==> config.mk <==
export PLATFORM = sky130hd
export DESIGN_NAME = usbev_top
export DESIGN_NICKNAME = d
export VERILOG_FILES = /design/src/usbev_pkg.sv /design/src/usbev_top.sv
export SDC_FILE = /design/constraint.sdc
export NUM_CORES = 1
export LEC_CHECK = 0
export BUFFER_PORTS_ARGS = -buffer_cell sky130_fd_sc_hd__buf_2
export CAP_MARGIN = 20
export CELL_PAD_IN_SITES_DETAIL_PLACEMENT = 1
export CELL_PAD_IN_SITES_GLOBAL_PLACEMENT = 2
export CORE_MARGIN = 2
export CORE_UTILIZATION = 36
export CTS_BUF_LIST = sky130_fd_sc_hd__clkbuf_4
export CTS_CLUSTER_SIZE = 16
export DETAILED_ROUTE_END_ITERATION = 6
export PLACE_DENSITY_LB_ADDON = 0.1
export REMOVE_ABC_BUFFERS = 1
export SLEW_MARGIN = 10
export SYNTH_ARGS = -nofsm -noshare
export SYNTH_HDL_FRONTEND = slang
export SYNTH_SLANG_ARGS = --single-unit
==> constraint.sdc <==
create_clock -name pclk -period 6.1 [get_ports pclk]
set_clock_uncertainty 0.2 [all_clocks]
set_input_delay 1.83 -clock pclk [delete_from_list [all_inputs] [get_ports pclk]]
set_output_delay 1.83 -clock pclk [all_outputs]
set_load 0.05 [all_outputs]
==> src/usbev_pkg.sv <==
// Package with register map, field positions and timing counts of the USB event flag block.
package usbev_pkg;

  // Register byte offsets on the APB bus.
  localparam logic [11:0] OFS_FLAGS = 12'h000;
  localparam logic [11:0] OFS_ENABLES = 12'h004;
  localparam logic [11:0] OFS_ERR_ENABLES = 12'h008;
  localparam logic [11:0] OFS_CONTROL = 12'h00C;
  localparam logic [11:0] OFS_XFER_STATUS = 12'h010;

  // Bit positions shared by the flag and enable registers, and the host enable bit of the control register.
  localparam int BIT_BUS_RESET = 0;
  localparam int BIT_SUM_ERROR = 1;
  localparam int BIT_SOF = 2;
  localparam int BIT_TOKEN_DONE = 3;
  localparam int BIT_IDLE = 4;
  localparam int BIT_RESUME = 5;
  localparam int BIT_ATTACH = 6;
  localparam int BIT_STALL = 7;
  localparam int BIT_HOST_EN = 0;
  localparam int FLAG_W = 8;

  // Reset values.
  localparam logic [7:0] FLAGS_RST = 8'h00;
  localparam logic [7:0] ENABLES_RST = 8'h00;
  localparam logic [7:0] ERR_EN_RST = 8'h00;
  localparam logic [31:0] WORD_ZERO = 32'h0000_0000;

  // Timing: clock period, bus quiet time and idle time.
  localparam int CLK_PERIOD_NS = 4;
  localparam int T_QUIET_NS = 2500;
  localparam int T_IDLE_MS = 3;
  localparam int QUIET_CYC = (T_QUIET_NS + CLK_PERIOD_NS - 1) / CLK_PERIOD_NS;
  localparam int IDLE_CYC = (T_IDLE_MS * 1000000 + CLK_PERIOD_NS - 1) / CLK_PERIOD_NS;
  localparam int QUIET_W = 10;
  localparam int IDLE_W = 20;

  // Bus-side event strobes and line levels from the USB engine.
  typedef struct packed {
    logic stall_rx;
    logic stall_tx;
    logic attach_seen;
    logic token_done;
    logic sof_rx;
    logic sof_threshold;
    logic usb_reset;
    logic detach_seen;
    logic bus_activity;
    logic line_se0;
    logic line_k;
    logic line_idle;
  } usbev_evt_s;

  // APB request signals.
  typedef struct packed {
    logic psel;
    logic penable;
    logic pwrite;
    logic [11:0] paddr;
    logic [31:0] pwdata;
    logic [3:0] pstrb;
  } usbev_apb_req_s;

  // Whole state of the block.
  typedef struct packed {
    logic [7:0] flags;
    logic [7:0] enables;
    logic [7:0] err_en;
    logic host_en;
    logic [QUIET_W-1:0] quiet_cnt;
    logic [QUIET_W-1:0] k_cnt;
    logic [IDLE_W-1:0] idle_cnt;
    logic [31:0] prdata;
    logic pready;
    logic pslverr;
    logic irq;
    logic fifo_advance;
  } usbev_state_s;

endpackage

==> src/usbev_top.sv <==
// USB event flags, enables and combined interrupt behind an APB slave.
//
// Function
// RL1 - Host mode: received STALL sets bit 7.
// RL2 - Device mode: transmitted STALL sets bit 7.
// RL3 - Peripheral attach detected sets bit 6.
// RL4 - Attach valid: host on, 2.5us quiet, no SE0.
// RL5 - K-state held 2.5us sets bit 5.
// RL6 - Software keeps resume disabled outside suspend.
// RL7 - Idle held 3 ms sets bit 4.
// RL8 - Token finished sets bit 3, status readable.
// RL9 - Clearing token-done advances transfer status FIFO.
// RL10 - SOF received or threshold reached sets bit 2.
// RL11 - Only enabled error conditions set bit 1.
// RL12 - Device mode: valid USB reset sets bit 0.
// RL13 - Host mode: detach sets bit 0.
// RL14 - Enable bits match flags, reset to zero.
// RL15 - Bits 31 to 8 read as zero.
// RL16 - Enable bit 0 gates reset or detach.
// RL17 - Flags write-one-clear; summary error read-only.
// RL18 - Software sets error enable for error interrupts.
// RL19 - Interrupt high while enabled flag set.
`timescale 1ns/1ns
module usbev_top #(
  parameter int IDLE_CYCLES = usbev_pkg::IDLE_CYC
) (
  // Clock and reset
  input wire logic pclk,
  input wire logic presetn,
  // APB slave
  input wire usbev_pkg::usbev_apb_req_s apb_req,
  output logic [31:0] prdata,
  output logic pready,
  output logic pslverr,
  // USB engine events and line state
  input wire usbev_pkg::usbev_evt_s usb_evt,
  input wire logic [7:0] error_flags,
  input wire logic [7:0] xfer_status,
  // Interrupt and FIFO control
  output logic combined_usb_interrupt,
  output logic stat_fifo_advance
);
  import usbev_pkg::*;

  localparam logic [QUIET_W-1:0] QUIET_MAX = QUIET_W'(QUIET_CYC);
  localparam logic [IDLE_W-1:0] IDLE_MAX = IDLE_W'(IDLE_CYCLES);

  usbev_state_s st_q;
  usbev_state_s st_d;

  logic setup_ph;
  logic access_ph;
  logic wr_lane0;
  logic [7:0] set_vec;
  logic [7:0] clr_vec;
  logic [31:0] rd_word;
  logic rd_err;
  logic sum_err;

  always_comb begin
    st_d = st_q;
    setup_ph = apb_req.psel && !apb_req.penable;
    access_ph = apb_req.psel && apb_req.penable && st_q.pready;
    wr_lane0 = access_ph && apb_req.pwrite && apb_req.pstrb[0];
    set_vec = 8'h00;
    clr_vec = 8'h00;
    rd_word = WORD_ZERO;
    rd_err = 1'b0;

    // Bus quiet timer: restarts on any activity, saturates at the quiet time.
    if (usb_evt.bus_activity) begin
      st_d.quiet_cnt = '0;
    end else if (st_q.quiet_cnt != QUIET_MAX) begin
      st_d.quiet_cnt = st_q.quiet_cnt + QUIET_W'(1);
    end

    // K-state persistence timer.
    if (!usb_evt.line_k) begin
      st_d.k_cnt = '0;
    end else if (st_q.k_cnt != QUIET_MAX) begin
      st_d.k_cnt = st_q.k_cnt + QUIET_W'(1);
    end

    // Idle persistence timer; a long count so simulation may shorten it.
    if (!usb_evt.line_idle) begin
      st_d.idle_cnt = '0;
    end else if (st_q.idle_cnt != IDLE_MAX) begin
      st_d.idle_cnt = st_q.idle_cnt + IDLE_W'(1);
    end

    // Event sources, steered by the host operation enable.
    if (st_q.host_en) begin
      set_vec[BIT_STALL] = usb_evt.stall_rx; // RL1
      set_vec[BIT_SOF] = usb_evt.sof_threshold; // RL10
      set_vec[BIT_BUS_RESET] = usb_evt.detach_seen; // RL13
    end else begin
      set_vec[BIT_STALL] = usb_evt.stall_tx; // RL2
      set_vec[BIT_SOF] = usb_evt.sof_rx; // RL10
      set_vec[BIT_BUS_RESET] = usb_evt.usb_reset; // RL12
    end
    // Attach only counts once the bus has been quiet and not in SE0.
    set_vec[BIT_ATTACH] = usb_evt.attach_seen && st_q.host_en // RL3
      && (st_q.quiet_cnt == QUIET_MAX) && !usb_evt.line_se0; // RL4
    // One pulse as the K count reaches the threshold; saturation stops repeats.
    set_vec[BIT_RESUME] = usb_evt.line_k && (st_q.k_cnt == QUIET_MAX - QUIET_W'(1)); // RL5
    set_vec[BIT_IDLE] = usb_evt.line_idle && (st_q.idle_cnt == IDLE_MAX - IDLE_W'(1)); // RL7
    set_vec[BIT_TOKEN_DONE] = usb_evt.token_done; // RL8

    // Summary error follows the enabled error conditions and cannot be cleared.
    sum_err = |(error_flags & st_q.err_en); // RL11

    // Register write side.
    if (wr_lane0 && apb_req.paddr == OFS_FLAGS) begin
      clr_vec = apb_req.pwdata[7:0]; // RL17
      clr_vec[BIT_SUM_ERROR] = 1'b0; // RL17
    end else if (wr_lane0 && apb_req.paddr == OFS_ENABLES) begin
      st_d.enables = apb_req.pwdata[7:0]; // RL14
    end else if (wr_lane0 && apb_req.paddr == OFS_ERR_ENABLES) begin
      st_d.err_en = apb_req.pwdata[7:0];
    end else if (wr_lane0 && apb_req.paddr == OFS_CONTROL) begin
      st_d.host_en = apb_req.pwdata[BIT_HOST_EN];
    end

    // A set in the same cycle as its clear keeps the flag set.
    for (int i = 0; i < FLAG_W; i++) begin
      st_d.flags[i] = (st_q.flags[i] && !clr_vec[i]) || set_vec[i]; // RL17
    end
    st_d.flags[BIT_SUM_ERROR] = sum_err; // RL11

    // Popping the status FIFO as software acknowledges the completed token.
    st_d.fifo_advance = clr_vec[BIT_TOKEN_DONE] && st_q.flags[BIT_TOKEN_DONE]; // RL9

    // Interrupt follows the next flag and enable values so it tracks them exactly.
    st_d.irq = |(st_d.flags & st_d.enables); // RL19 RL16

    // Read side: upper bits of every register read as zero.
    if (apb_req.paddr == OFS_FLAGS) begin
      rd_word = {24'h000000, st_q.flags}; // RL15
    end else if (apb_req.paddr == OFS_ENABLES) begin
      rd_word = {24'h000000, st_q.enables}; // RL15
    end else if (apb_req.paddr == OFS_ERR_ENABLES) begin
      rd_word = {24'h000000, st_q.err_en};
    end else if (apb_req.paddr == OFS_CONTROL) begin
      rd_word = {31'h00000000, st_q.host_en};
    end else if (apb_req.paddr == OFS_XFER_STATUS) begin
      rd_word = {24'h000000, xfer_status}; // RL8
    end else begin
      rd_err = 1'b1;
    end

    // One wait-free answer: ready rises in the cycle after setup.
    if (setup_ph) begin
      st_d.pready = 1'b1;
      st_d.pslverr = rd_err;
      st_d.prdata = apb_req.pwrite ? WORD_ZERO : rd_word;
    end else begin
      st_d.pready = 1'b0;
      st_d.pslverr = 1'b0;
      st_d.prdata = WORD_ZERO;
    end
  end

  always_ff @(posedge pclk or negedge presetn) begin
    if (!presetn) begin
      st_q.flags <= FLAGS_RST;
      st_q.enables <= ENABLES_RST; // RL14
      st_q.err_en <= ERR_EN_RST;
      st_q.host_en <= 1'b0;
      st_q.quiet_cnt <= '0;
      st_q.k_cnt <= '0;
      st_q.idle_cnt <= '0;
      st_q.prdata <= WORD_ZERO;
      st_q.pready <= 1'b0;
      st_q.pslverr <= 1'b0;
      st_q.irq <= 1'b0;
      st_q.fifo_advance <= 1'b0;
    end else begin
      st_q <= st_d;
    end
  end

  assign prdata = st_q.prdata;
  assign pready = st_q.pready;
  assign pslverr = st_q.pslverr;
  assign combined_usb_interrupt = st_q.irq;
  assign stat_fifo_advance = st_q.fifo_advance;
endmodule

==> impl_metrics.yaml <==
outcome:
  status: "finished, final reports clean"
finish:
  layout_common_cells: "77 x dfrtp_1, 64 x buf_2, 27 x nor2_1, 26 x nand2_1"
  drive_above_1_share_pct: 24.24
  num_antenna_cells: 0
  syn_to_final_growth_pct: 10.60
  final_common_cell: "dfrtp_1"
  nNetsFinal: 545
sta:
  setup_viol: 0
  slew_headroom_pct: 61.20
  max_freq_ghz: 0.2464
  hold_violations: 0
  finalSetupTns_ns: 0
  post-route-min-period_ns: 4.058
  fin_crit_sh_pct: 66.53
  setup_slack_ns: 2.042
  finalMaxSlewViolations: 0
  worst_pin_slew_ns: 0.5798
  rsz0062_at_grt: "false"
  whs_ns: 0.3187
hold_path:
  hold_class: "reg2reg"
  whs_path_depth: 1
global_routing:
  grt_pass1_wl_um: 16460
  antenna_found_initial: 0
  grt_usage_pct: 16.72
  overflow: 0
  grt_max_degree: 78
  grt_pass1_vias: 3208
critical_path:
  r2r-start: "pready"
  r2r_cells: 6
  crit_path_start: "apb_req[37]"
  worstReg2RegEnd: "combined_usb_interrupt"
  cp-end-kind: "register"
  worst-r2r-setup-slack_ns: 3.59
  endpoint: "combined_usb_interrupt"
  crit_path_max_fanout: 9
  path_class: "in2reg"
  worstSetupStartpointType: "input pin"
  cp_data_required_time_ns: 6.24
  critical_path_arrival_ns: 4.19
clocking:
  clkTransAtPathRegs_ns: 0.13
  cts_hold_buf: 0
  cts_tree: "done"
  htree_num_levels: 3
  clk_path_buf_depth: 2
  numCtsBuffers: 9
  clock-sinks: 77
  root_buffer: "clkbuf_4"
  clock_latency_ns: 0.45
  post_cts_buffers: 0
  cts-resized-gates: 0
synthesis:
  ys_seq_area_share_pct: 46.26
  syn-cell-area_mm2: 0.004165
  yosys_warnings: 0
  synth-edff-count: 0
  synthCells: 399
  ys_seq_elements: 77
  ys_async_sr_fraction_pct: 100.0
  synth.distinct_cells: 50
  synth_flop_cell: "dfrtp_1"
  syn_avg_cell_area_um2: 10.44
drt:
  ant_nets: 0
  firstDrtPassIters: 4
  vias_per_cell: 4.929
  wire_per_inst_um: 16.21
  drt_wl_total_um: 9808
  drt_first_iter_violations: 115
  vias: 2982
  drc: 0
place:
  gp_congestion: 0.7795
  port_buffers: 65
  dp_hpwl_um: 6969
  dpl_worst_slack_ns: 1.530
die:
  core.rowCount: 39
  die_h_um: 111.6
  die_w_um: 111.6
  dieArea_mm2: 0.01245
  core_area_mm2: 0.01137
  initial_core_util_pct: 36.63
  ios: 117
pwr:
  leakagePower_nw: 2.131
  vdd_ir_drop_max_v: 0.0001020
  cellPowerDensity_mw_per_mm2: 202.1
flow_run:
  cap_violations: 0
-- Yosys cell counts, types with 2 or more instances --
| library cell | count | area (um2) |
|---|---|---|
| dfrtp_1 | 77 | 1927 |
| buf_4 | 32 | 240.2 |
| nor2_1 | 27 | 101.4 |
| nand2_1 | 26 | 97.59 |
| xnor2_1 | 24 | 210.2 |
| and2_1 | 22 | 137.6 |
| nand3_1 | 19 | 95.09 |
| inv_1 | 15 | 56.30 |
| nand4_1 | 14 | 87.58 |
| o21ai_0 | 14 | 70.07 |
| mux2_4 | 11 | 165.2 |
| mux2_2 | 10 | 112.6 |
| and3_1 | 9 | 56.30 |
| a22oi_1 | 8 | 60.06 |
| ha_1 | 7 | 87.58 |
| nor3_1 | 7 | 35.03 |
| clkbuf_1 | 6 | 22.52 |
| nor2b_1 | 6 | 37.54 |
| xor2_1 | 6 | 52.55 |
| a21boi_0 | 5 | 37.54 |
| a21oi_1 | 5 | 25.02 |
| mux2i_1 | 5 | 50.05 |
| a21o_1 | 4 | 30.03 |
| a222oi_1 | 4 | 40.04 |
| nor4_1 | 4 | 25.02 |
| or3_1 | 4 | 25.02 |
| a22oi_2 | 2 | 25.02 |
| buf_1 | 2 | 7.510 |
| nand2b_1 | 2 | 12.51 |
| or4_4 | 2 | 22.52 |
-- cells by family (layout without fill, tap and decap cells) --
logic type      Yosys count  after routing  synth area share (%)
compound gates           50             50                 8.532
xor+xnor                 30             30                 6.308
fa+ha+maj                 7              7                 2.103
buf+inv                  58             98                 8.921
flops                    77             77                 46.26
mux                      26             26                 7.870
other cells               1             24               0.09003
simple gates            150            150                 19.92
-- state kept, by name, indices dropped and copies added (netlist names) --
register,cells
pslverr,1
pready,1
combined_usb_interrupt,1
stat_fifo_advance,1
prdata,8
st_q,65
-- power breakdown --
group	switching [mW]	internal (mW)
clock network	0.185	0.125
registers	0.00581	0.516
logic	0.0725	0.0270
-- critical path: stages --
cell     delay [ns]
buf_2          0.10
or4_4          0.56
nor4b_4        0.26
buf_4          0.22
and3_1         0.49
mux2_2         0.41
a22oi_1        0.22
nand4_1        0.10
-- layer usage --
layer | routed length [um] | up-vias | GRT usage [%]
met4 | 199 | 0 | 6.996
li1 | - | 1450 | -
met2 | 4401 | 74 | 25.85
met5 | 0 | - | 0
met3 | 419 | 15 | 3.593
met1 | 4787 | 1443 | 22.88
-- layout make-up --
type | instances | area, um2
timing repair buffer | 67 | 362.8
sequential | 77 | 1927
clock buffer | 10 | 75.07
multi-input combinational | 287 | 1953
clock inverter | 6 | 53.80
inverter | 15 | 56.30
fill | 1323 | 6763
tap | 143 | 178.9
-- metrics by stage --
stage	util [%]	instance area, um2	instances	power (mW)
4_1_cts	40.28	4579	604	0.9450
5_1_grt	40.52	4607	605	0.9776
3_3_place_gp	39.14	4451	588	0.6291
6_report	40.52	4607	605	0.9312
2_1_floorplan	-	3936	379	0.5857
3_5_place_dp	39.14	4451	588	0.6300
-- how the worst min path moves through the flow --
stage / start / end / slack, ns
2_1_floorplan: st_q[95] / st_q[95] / 0.27
3_3_place_gp: st_q[95] / st_q[95] / 0.28
3_5_place_dp: st_q[95] / st_q[95] / 0.29
4_1_cts: st_q[95] / st_q[95] / 0.32
5_1_grt: st_q[95] / st_q[95] / 0.34
6_report: st_q[95] / st_q[95] / 0.32
Note: power is estimated with default switching activity, not from simulation.
